[src/core/sst_pkg.sv]
// Constants for the clocked-mode serial master transmitter.
// Assumes a Wishbone classic register bus with 32-bit data.
package sst_pkg;
  // Register word byte addresses
  localparam logic [3:0] SST_ADDR_CTRL   = 4'h0;
  localparam logic [3:0] SST_ADDR_BAUD   = 4'h4;
  localparam logic [3:0] SST_ADDR_TXBUF  = 4'h8;
  localparam logic [3:0] SST_ADDR_STATUS = 4'hC;
  // Control register bit positions
  localparam int SST_CTL_SYNC  = 0;
  localparam int SST_CTL_SPON  = 1;
  localparam int SST_CTL_MSTR  = 2;
  localparam int SST_CTL_SINGLE_RECEIVE_ON  = 3;
  localparam int SST_CTL_CONTINUOUS_RECEIVE_ON  = 4;
  localparam int SST_CTL_TXON  = 5;
  localparam int SST_CTL_NINE  = 6;
  localparam int SST_CTL_NVAL  = 7;
  localparam int SST_CTL_POL   = 8;
  localparam int SST_CTL_HSPD  = 9;
  localparam int SST_CTL_WIDE  = 10;
  localparam int SST_CTL_IRQEN = 11;
  localparam int SST_CTL_W     = 12;
  // Status register bit positions
  localparam int SST_ST_EMPTY = 0;
  localparam int SST_ST_BUSY  = 1;
  localparam int SST_ST_IRQ   = 2;
  localparam int SST_ST_DIN   = 3;
  // Reset values
  localparam logic [SST_CTL_W-1:0] SST_CTRL_RST = 12'h000;
  localparam logic [15:0]          SST_BAUD_RST = 16'h0000;
  // Shift engine states
  typedef enum logic [1:0] {
    SST_IDLE = 2'b00,
    SST_LEAD = 2'b01,
    SST_TRAIL = 2'b10
  } sst_state_e;
endpackage

[src/core/sst_master_tx.sv]
// Clocked-mode serial master transmitter with Wishbone register file.
// Assumes a single core clock; pins are joined outside by the bench.
//
// Function
// RQ1 - Data leaves on the shared data pin
// RQ2 - Data and clock drivers enable automatically
// RQ3 - Buffer write starts a transmission
// RQ4 - New character waits while shifter busy
// RQ5 - Empty shifter loads buffer at once
// RQ6 - Shifting starts right after the load
// RQ7 - Data changes on leading clock edge
// RQ8 - Shift register is not software visible
// RQ9 - Software programs baud divisor before sending
// RQ10 - Software selects clocked master, port on
// RQ11 - Software turns both receive enables off
// RQ12 - Software sets transmit enable first
// RQ13 - Ninth-bit enable sends nine bits
// RQ14 - Software loads ninth value before character
// RQ15 - Software sets interrupt enables for irq
// RQ16 - Character load is the last setup step
// RQ17 - One clock per bit, no extra
// RQ18 - Polarity sets idle level and edge
// RQ19 - No start or stop bits
// RQ20 - Master drives the shared clock pin
// RQ21 - Buffer-empty flag on transfer, gated irq
// RQ22 - Idle clock held when nothing pending
//
// The register addresses and register access over Wishbone were left to the implementer.
`timescale 1ns/10ps
module sst_master_tx
  import sst_pkg::*;
#(
  parameter int DATA_W = 8
) (
  input  wire logic              i_core_clk,   // Core clock 200 MHz
  input  wire logic              i_rst_n,      // Async reset, active low
  input  wire logic              i_wb_cyc,     // Bus cycle
  input  wire logic              i_wb_stb,     // Bus strobe
  input  wire logic              i_wb_we,      // Write enable
  input  wire logic [3:0]        i_wb_adr,     // Byte address
  input  wire logic [3:0]        i_wb_sel,     // Byte lanes
  input  wire logic [31:0]       i_wb_dat,     // Write data
  output logic      [31:0]       o_wb_dat,     // Read data
  output logic                   o_wb_ack,     // Acknowledge
  input  wire logic              i_data_in,    // Shared data pin level
  output logic                   o_data_out,   // Shared data pin drive
  output logic                   o_data_oe_n,  // Data pin enable, low drives
  output logic                   o_clk_out,    // Shared clock pin drive
  output logic                   o_clk_oe_n,   // Clock pin enable, low drives
  output logic                   o_irq         // Transmit interrupt request
);
  import sst_pkg::*;

  // Shift width must fit the bit counter and the low write lanes
  if (DATA_W < 2 || DATA_W > 16) begin : g_bad_width
    $error("DATA_W out of range");
  end

  logic [SST_CTL_W-1:0] ctrl_q;
  logic [15:0]          baud_q;
  logic [DATA_W-1:0]    txbuf_q;
  logic                 txbuf_full_q;
  logic [DATA_W:0]      shift_q;       // Hidden shift register
  logic [4:0]           bits_left_q;
  logic [15:0]          div_cnt_q;
  logic                 empty_flag_q;
  sst_state_e           state_q;
  logic                 din_s1_q, din_s2_q;

  // Ack low gates the request so a held strobe is not taken again in its ack cycle
  wire bus_req  = i_wb_cyc & i_wb_stb & ~o_wb_ack;
  wire bus_wr   = bus_req & i_wb_we;
  wire wr_txbuf = bus_wr & (i_wb_adr == SST_ADDR_TXBUF) & i_wb_sel[0];
  wire rd_stat  = bus_req & ~i_wb_we & (i_wb_adr == SST_ADDR_STATUS);
  wire mode_ok  = ctrl_q[SST_CTL_SYNC] & ctrl_q[SST_CTL_SPON] & ctrl_q[SST_CTL_MSTR]
                & ~ctrl_q[SST_CTL_SINGLE_RECEIVE_ON] & ~ctrl_q[SST_CTL_CONTINUOUS_RECEIVE_ON];
  wire tx_ok    = mode_ok & ctrl_q[SST_CTL_TXON];
  wire pol      = ctrl_q[SST_CTL_POL];
  wire nine     = ctrl_q[SST_CTL_NINE];
  wire half_tick = (div_cnt_q == 16'h0000);
  wire shifter_free = (state_q == SST_IDLE);
  wire load_now = tx_ok & txbuf_full_q & shifter_free;

  // Half bit period less one, in core clocks, wide or narrow divisor
  wire [15:0] div_reload = ctrl_q[SST_CTL_WIDE] ? baud_q : {8'h00, baud_q[7:0]};

  // Data pin input synchroniser, level only read back by software
  always_ff @(posedge i_core_clk or negedge i_rst_n) begin
    if (!i_rst_n) begin
      din_s1_q <= 1'b0;
      din_s2_q <= 1'b0;
    end else begin
      din_s1_q <= i_data_in;
      din_s2_q <= din_s1_q;
    end
  end

  // Bus acknowledge, one cycle after the request
  always_ff @(posedge i_core_clk or negedge i_rst_n) begin
    if (!i_rst_n) o_wb_ack <= 1'b0;
    else          o_wb_ack <= bus_req;
  end

  // Control and baud registers
  always_ff @(posedge i_core_clk or negedge i_rst_n) begin
    if (!i_rst_n) begin
      ctrl_q <= SST_CTRL_RST;
      baud_q <= SST_BAUD_RST;
    end else if (bus_wr) begin
      if (i_wb_adr == SST_ADDR_CTRL) begin
        if (i_wb_sel[0]) ctrl_q[7:0] <= i_wb_dat[7:0];
        if (i_wb_sel[1]) ctrl_q[SST_CTL_W-1:8] <= i_wb_dat[SST_CTL_W-1:8];
      end
      if (i_wb_adr == SST_ADDR_BAUD) begin
        if (i_wb_sel[0]) baud_q[7:0]  <= i_wb_dat[7:0];
        if (i_wb_sel[1]) baud_q[15:8] <= i_wb_dat[15:8];
      end
    end
  end

  // Read mux; shift register has no address
  always_ff @(posedge i_core_clk or negedge i_rst_n) begin
    if (!i_rst_n) begin
      o_wb_dat <= 32'h0000_0000;
    end else if (bus_req && !i_wb_we) begin
      o_wb_dat <= 32'h0000_0000; // RQ8
      case (i_wb_adr)
        SST_ADDR_CTRL:   o_wb_dat[SST_CTL_W-1:0] <= ctrl_q;
        SST_ADDR_BAUD:   o_wb_dat[15:0] <= baud_q;
        SST_ADDR_STATUS: begin
          o_wb_dat[SST_ST_EMPTY] <= empty_flag_q;
          o_wb_dat[SST_ST_BUSY]  <= ~shifter_free;
          o_wb_dat[SST_ST_IRQ]   <= o_irq;
          o_wb_dat[SST_ST_DIN]   <= din_s2_q;
        end
        default:         o_wb_dat <= 32'h0000_0000;
      endcase
    end
  end

  // Transmit buffer holds a write until the shifter frees
  // A write landing with a load keeps it full; the shifter takes the old word
  always_ff @(posedge i_core_clk or negedge i_rst_n) begin
    if (!i_rst_n) begin
      txbuf_q      <= '0;
      txbuf_full_q <= 1'b0;
    end else if (wr_txbuf) begin
      txbuf_q      <= i_wb_dat[DATA_W-1:0]; // RQ3
      txbuf_full_q <= 1'b1;                 // RQ4
    end else if (load_now) begin
      txbuf_full_q <= 1'b0;                 // RQ5
    end
  end

  // Buffer-empty flag: set on transfer, cleared by status read; set wins
  always_ff @(posedge i_core_clk or negedge i_rst_n) begin
    if (!i_rst_n)      empty_flag_q <= 1'b0;
    else if (load_now) empty_flag_q <= 1'b1; // RQ21
    else if (rd_stat)  empty_flag_q <= 1'b0;
  end

  // Interrupt request gated by enable
  always_ff @(posedge i_core_clk or negedge i_rst_n) begin
    if (!i_rst_n) o_irq <= 1'b0;
    else          o_irq <= empty_flag_q & ctrl_q[SST_CTL_IRQEN]; // RQ21
  end

  // Shift engine: lead half drives data, trail half completes clock
  always_ff @(posedge i_core_clk or negedge i_rst_n) begin
    if (!i_rst_n) begin
      state_q     <= SST_IDLE;
      shift_q     <= '0;
      bits_left_q <= 5'h00;
      div_cnt_q   <= 16'h0000;
      o_clk_out   <= 1'b0;
      o_data_out  <= 1'b0;
    end else begin
      case (state_q)
        SST_IDLE: begin
          o_clk_out <= pol;                  // RQ22 RQ18
          if (load_now) begin
            // Data bits only, ninth bit on top
            shift_q     <= {ctrl_q[SST_CTL_NVAL], txbuf_q}; // RQ19 RQ13
            bits_left_q <= nine ? 5'(DATA_W + 1) : 5'(DATA_W); // RQ17
            div_cnt_q   <= 16'h0000;
            state_q     <= SST_LEAD;         // RQ6
          end
        end
        SST_LEAD: begin
          if (half_tick) begin
            o_clk_out   <= ~pol;             // RQ7 RQ18
            o_data_out  <= shift_q[0];       // RQ1 RQ7
            shift_q     <= {1'b0, shift_q[DATA_W:1]};
            bits_left_q <= bits_left_q - 5'h01;
            div_cnt_q   <= div_reload;
            state_q     <= SST_TRAIL;
          end else begin
            div_cnt_q <= div_cnt_q - 16'h0001;
          end
        end
        SST_TRAIL: begin
          if (half_tick) begin
            o_clk_out <= pol;                // RQ17
            div_cnt_q <= div_reload;
            state_q   <= (bits_left_q == 5'h00) ? SST_IDLE : SST_LEAD; // RQ4
          end else begin
            div_cnt_q <= div_cnt_q - 16'h0001;
          end
        end
        default: state_q <= SST_IDLE;
      endcase
    end
  end

  // Data driver enabled by master transmit mode, clock driver by master mode alone
  always_ff @(posedge i_core_clk or negedge i_rst_n) begin
    if (!i_rst_n) begin
      o_data_oe_n <= 1'b1;
      o_clk_oe_n  <= 1'b1;
    end else begin
      o_data_oe_n <= ~tx_ok;                 // RQ2 RQ1
      o_clk_oe_n  <= ~mode_ok;               // RQ2 RQ20
    end
  end
endmodule

[config.mk]
export PLATFORM = sky130hd
export DESIGN_NAME = sst_master_tx
export DESIGN_NICKNAME = d
export VERILOG_FILES = /design/src/core/sst_pkg.sv /design/src/core/sst_master_tx.sv
export SDC_FILE = /design/constraint.sdc
export NUM_CORES = 1
export LEC_CHECK = 0
export CORE_MARGIN = 8
export CORE_UTILIZATION = 30
export DETAILED_ROUTE_END_ITERATION = 16
export DONT_BUFFER_PORTS = 1
export GPL_TIMING_DRIVEN = 1
export PLACE_DENSITY = 0.48
export REMOVE_ABC_BUFFERS = 1
export SLEW_MARGIN = 5
export SYNTH_ARGS = -nofsm -noshare
export SYNTH_HDL_FRONTEND = slang
export SYNTH_SLANG_ARGS = --single-unit
[constraint.sdc]
create_clock -name i_core_clk -period 3 [get_ports i_core_clk]
set_input_delay 0.3 -clock i_core_clk [delete_from_list [all_inputs] [get_ports i_core_clk]]
set_output_delay 0.3 -clock i_core_clk [all_outputs]
set_load 0.01 [all_outputs]
# Word-level counts from Yosys, hierarchy flattened
# Index checks and enable logic that the tools add are counted.
[totals]
reg_bits = 94
input_bits = 46
output_inout_bits = 38
elab_cells = 100
[classes]
n_addsub = 2
eq_ne = 8
mux = 26
n_bitwise = 23
n_reduce_logical = 21
[ops]
columns = ["op", "n"]
rows = [
  ["$mux 16", 3],
  ["$pmux 16 s2", 1],
  ["$reduce_and 3->1", 7],
  ["$mux 9", 2],
  ["$pmux 9 s2", 1],
  ["$logic_not 16->1", 1],
  ["$pmux 8 s2", 1],
  ["$sub 16x1->16 const B", 1],
  ["$and 1x1->1", 15],
  ["$pmux 4 s3", 1],
  ["$mux 5", 2],
  ["$pmux 5 s2", 1],
  ["$eq 4x4->1 const B", 2],
  ["$mux 1", 8],
  ["$not 1->1", 8],
  ["$reduce_bool 2->1", 4],
  ["$mux 2", 3],
  ["$pmux 2 s3", 1],
  ["$logic_not 5->1", 1],
  ["$sub 5x1->5 const B", 1],
  ["$eq 4x3->1 const B", 1],
  ["$logic_not 4->1", 1],
  ["$mux 4", 1],
  ["$ne 2x2->1 const B", 2],
  ["10 further kinds", 11],
]

# Logic depth before layout (Yosys ltp)
[logic_depth]
ltp_word = 9
depth_mapped = 9
mapped_depth_nobuf = 7

# Least setup slack after synthesis
# Ideal clock, no wire load.
[synth_timing]
path_type = "register -> register"
from = "reg state_q[1]"
to = "reg shift_q[8]"
setup_time_ns = 0.121
arrival_time_ns = 2.275
required_time_ns = 2.879
setup_slack_ns = 0.604
path_stages_with_launch = 9
n_path_buf = 1
period_less_slack_ns = 2.396
cell_sequence = "dfrtp_1 -> inv_1 -> ha_1 -> or4bb_2 -> or4_4 -> buf_6 -> a21oi_4 -> inv_1 -> a22o_1"
[synth_via]
elab_chain_len = 4
word_cells_on_any_way = 8
classes_between = "eq/ne: 3; mux: 1; bitwise: 1; reduce/logical: 3"
[synth_rtl]
columns = ["item", "line_no", "source"]
rows = [
  ["start: declaration", "sst_master_tx.sv:67", "sst_state_e state_q;"],
  ["start signal: assignment", "sst_master_tx.sv:205", "state_q <= (bits_left_q == 5'h00) ? SST_IDLE : SST_LEAD;"],
  ["$logic_not 2->1", "sst_master_tx.sv:81, sst_master_tx.sv:178", ""],
  ["$and 1x1->1", "sst_master_tx.sv:82", "wire load_now = tx_ok & txbuf_full_q & shifter_free;"],
  ["$ne 2x1->1 (no source line)", "-", ""],
  ["$reduce_and 3->1 (no source line)", "-", ""],
  ["end signal: assignment", "sst_master_tx.sv:183", "shift_q <= {ctrl_q[SST_CTL_NVAL], txbuf_q};"],
  ["end signal: assignment", "sst_master_tx.sv:193", "shift_q <= {1'b0, shift_q[DATA_W:1]};"],
  ["end: declaration", "sst_master_tx.sv:63", "logic [DATA_W:0] shift_q;"],
]
# Several ways; a longest one is shown, not always the timed one.
# A chain may end at the register's enable or synchronous reset.

# Worst setup path after layout
[layout_timing]
from = "reg div_cnt_q[0]"
to = "reg div_cnt_q[14]"
[layout_via]
elab_chain_len = 3
word_cells_on_any_way = 4
classes_between = "add/sub: 1; mux: 2; reduce/logical: 1"
[layout_rtl]
columns = ["item", "line_no", "source"]
rows = [
  ["start: declaration", "sst_master_tx.sv:65", "logic [15:0] div_cnt_q;"],
  ["start signal: assignment", "sst_master_tx.sv:195", "div_cnt_q <= div_reload;"],
  ["start signal: assignment", "sst_master_tx.sv:198", "div_cnt_q <= div_cnt_q - 16'h0001;"],
  ["start signal: assignment", "sst_master_tx.sv:204", "div_cnt_q <= div_reload;"],
  ["$sub 16x1->16 or $logic_not 16->1 (tied branches)", "sst_master_tx.sv:198, sst_master_tx.sv:207, sst_master_tx.sv:80", ""],
  ["$mux 16 *", "sst_master_tx.sv:190, sst_master_tx.sv:202", ""],
  ["$pmux 16 s2 *", "sst_master_tx.sv:178", "case (state_q)"],
]
# Mark *: on every way between the ends. The rest lies on a longest branch, timed or not.

==> metrics.md <==
| Metric | Value |
|---|---|
| EDFF count, synth | `0` |
| Fin. max-slew vios | `0` |
| Routed Antenna Nets | `0` |
| Clk network pwr share | `between 20% and 30%` |
| Largest net degree at the start of global routing | `95` |
| Reg power frac | `between 30% and 40%` |
| Clock tree buffer depth | `2` |
| Slew @ Worst Pin | `slightly above 0.8 ns` |
| CP Capture Type | `flip-flop` |
| Synthesized instance count | `430` |
| Antenna violations before repair | `0` |
| Final hold vios | `0` |
| Syn. warnings | `0` |
| Multi-input logic area | `a little over 2000 sq um` |
| Status | `finished, final reports clean` |
| IO Port Bufs | `0` |
| Initial DRC count | `approximately 140` |
| Fill cells | `roughly 1500` |
| Post-synthesis sequential area ratio | `between 50% and 60%` |
| Distinct cell type count after synthesis | `55` |
| Max frequency | `~0.39 GHz` |
| Mapped Area | `4650 sq um` |
| Data arrival, critical path | `2.74 ns` |
| Drt pass-1 iters | `4` |
| Post-synth top cells | `dfrtp_1 (92), nor2_1 (42), mux2_2 (37)` |
| Slew HR | `between 40% and 50%` |
| Pint | `about 2.9 mW` |
| Sw Share | `slightly below 40%` |
| Fin crit period | `between 2 and 3 ns` |
| Final setup viols | `0` |
| Overflow after GRT | `0` |
| Seq cells post-synth | `between 90 and 100` |
| Unrepaired setup endpoints after global routing | `no` |
| Sw Pwr | `1.87 mW` |
| Die area | `roughly 20000 sq um` |
| Die Ht | `approximately 140 um` |
| Cell taking the most area after synthesis | `dfrtp_1` |
| Total track usage | `about 11%` |
| Ys flop type | `dfrtp_1` |
| WL/cell | `18.0 um` |
| Hold Startpoint | `i_wb_dat[12]` |
| Asr flop ratio synth | `100%` |
| Diode count | `0` |
| NumNets Final | `481` |
| Vias in the first global route | `about 3200` |
| Worst setup startpoint | `div_cnt_q[0]` |
| Pwr Density | `around 930 nW/um^2` |
| Final WL | `around 11 mm` |
| CTS Sinks | `between 90 and 100` |
| Most instantiated library cell after synthesis | `dfrtp_1` |
| Syn Area/Cell | `between 10 and 15 sq um` |
| Initial Utilization | `30.7%` |
| Period utilization | `between 80 and 90%` |
| Horiz. Die Dim | `around 140 um` |
| Worst VDD drop | `approximately 0.33 mV` |
| Worst-path clk slew | `roughly 0.07 ns` |
| Worst setup SP type | `flip-flop` |
| Layout cells sized above 1 | `between 10% and 20%` |
| Logic gate share of total power | `~40%` |
| Max-Cap Viols | `0` |
| Routability Congestion | `approximately 0.8` |
| RR Startpoint | `div_cnt_q[0]` |
| Area fraction of the dominant cell type after synthesis | `between 40% and 50%` |
| Post-Route Utilization | `33.7%` |
| Vias per inst | `5.21` |
| Std-Cell Rows | `45` |
| Pleak | `roughly 2.2 nW` |
| Largest cells by area after synthesis | `dfrtp_1 (50%), mux2_2 (9.0%), nor2_1 (3.4%)` |
| Clk_lat worst skew | `~0.33 ns` |
| Worst setup margin | `roughly 0.45 ns` |
| Vias | `approximately 3200` |
| Core Area | `between 15000 and 20000 sq um` |
| Clock tree root buffer cell | `clkbuf_16` |
| H-tree levels | `3` |
| Worst EP required | `between 3 and 4 ns` |
| Hold WC Path Type | `input port to flip-flop` |
| First-pass GRT wire length | `between 15 and 20 mm` |
| CTS tree | `built` |
| Crit Path Category | `flip-flop to flip-flop` |
| Post-placement setup slack | `~0.46 ns` |
| # IOs | `between 80 and 90` |
| Worst-path fanout max | `9` |
| Layout area overhead | `9.80%` |
| DPL Wire Length | `approximately 7.9 mm` |
| Fin Clk Skew | `0.00409 ns` |
| Reg area | `2350 sq um` |
| Number of remaining DRC errors | `0` |
| TritonCTS Buffers | `9` |
==> final cells by class <==
cell class / count / area share [%]
clock buffers: 13 / 5.30
clock inverters: 3 / 0.343
inverters: 14 / 1.03
multi-input cells: 297 / 40.5
flip-flops and latches: 94 / 46.2
well taps: 188 / 4.61
repair buffers: 11 / 2.11
==> state kept, by name (all words and copies together) (netlist names), 2 cells and up <==
register and cells:
baud_q 16, div_cnt_q 16, o_wb_dat 16, ctrl_q 12, shift_q 9, txbuf_q 8, bits_left_q 5, state_q 2
==> placed cells by master (no fill, tap or decap), types with 3 or more instances in the layout <==
cell type,instances
a211oi_1,3
nor2_1,42
nor3_1,9
a21oi_1,22
clkbuf_16,9
xnor2_1,3
o21ai_0,20
a31oi_1,9
buf_4,8
nor3b_1,3
conb_1,16
mux2_2,37
ha_1,8
clkbuf_8,3
nor4_1,3
nand2b_1,3
a221oi_1,9
o22ai_1,5
mux2i_1,12
nand2_1,15
inv_1,14
nand4_1,3
dfrtp_1,92
a22o_1,9
nand3_1,8
and2_1,3
or3_1,5
nand3b_1,4
or4_4,4
o211ai_1,10
o21ai_1,3
==> metrics by stage <==
| step | power [mW] | cells | setup TNS [ns] | hold WS, ns | instance area, sq um |
|---|---|---|---|---|---|
| floorplan | 3.13 | 405 | -0.974 | 0.00441 | 4460 |
| global placement | 3.61 | 601 | 0 | 0.0101 | 4770 |
| detailed placement | 3.65 | 601 | 0 | 0.00925 | 4770 |
| CTS | 4.80 | 620 | 0 | 0.100 | 5100 |
| global route | 5.12 | 620 | 0 | 0.104 | 5100 |
| finish | 4.77 | 620 | 0 | 0.111 | 5100 |
==> cell families after synthesis <==
logic type | Yosys count | share of synthesized area [%]
flops | 94 | 50.7
mux | 49 | 11.6
xor+xnor | 3 | 0.566
compound gates | 103 | 14.9
buf+inv | 54 | 6.43
fa+ha+maj | 8 | 2.15
other cells | 1 | 0.0807
simple gates | 118 | 13.7
==> power by group through the flow <==
stage | Clock, mW | Sequential (mW) | Combinational [mW]
after floorplan | 0 | 1.72 | 1.41
after global placement | 0 | 1.78 | 1.83
after detailed placement | 0 | 1.79 | 1.85
after CTS | 1.13 | 1.77 | 1.89
after global routing | 1.18 | 1.82 | 2.13
final | 1.10 | 1.77 | 1.90
==> final timing paths <==
kind / slack (ns) / to / cells past startpoint
hold / removal: 0.11 / baud_q[12] / 1
setup / recovery: 0.45 / div_cnt_q[14] / 7
max in group asynchronous: 2.06 / o_clk_oe_n / 2
hold reg to reg: 0.35 / din_s2_q / 0
setup reg to reg: 0.45 / div_cnt_q[14] / 7
min in group asynchronous: 0.53 / o_wb_dat[11] / 2
==> repair_timing <==
item	in CTS	in global routing
endpoints found under the setup margin	0	0
resized for setup	0	0
buffers inserted	0	0
hold endpoints to repair	95	0
hold buffers	3	0
==> critical path, stage by stage (launching register included) <==
cell and delay, ns:
dfrtp_1 0.42, inv_1 0.09, ha_1 0.20, or4b_2 0.63, or3_1 0.49, o31a_2 0.33, o21ai_0 0.12, o21ai_0 0.11
==> layer usage <==
layer | vias up | share of wire [%] | wire (um) | GRT usage [%]
met3 | 12 | 6.1 | 681 | 2.82
met5 | - | 0 | 0 | 0
met4 | 0 | 1.5 | 164 | 4.52
li1 | 1529 | - | - | -
met2 | 73 | 46 | 5100 | 17.8
met1 | 1615 | 47 | 5190 | 14.9
Power figures use the tool's default switching activity.
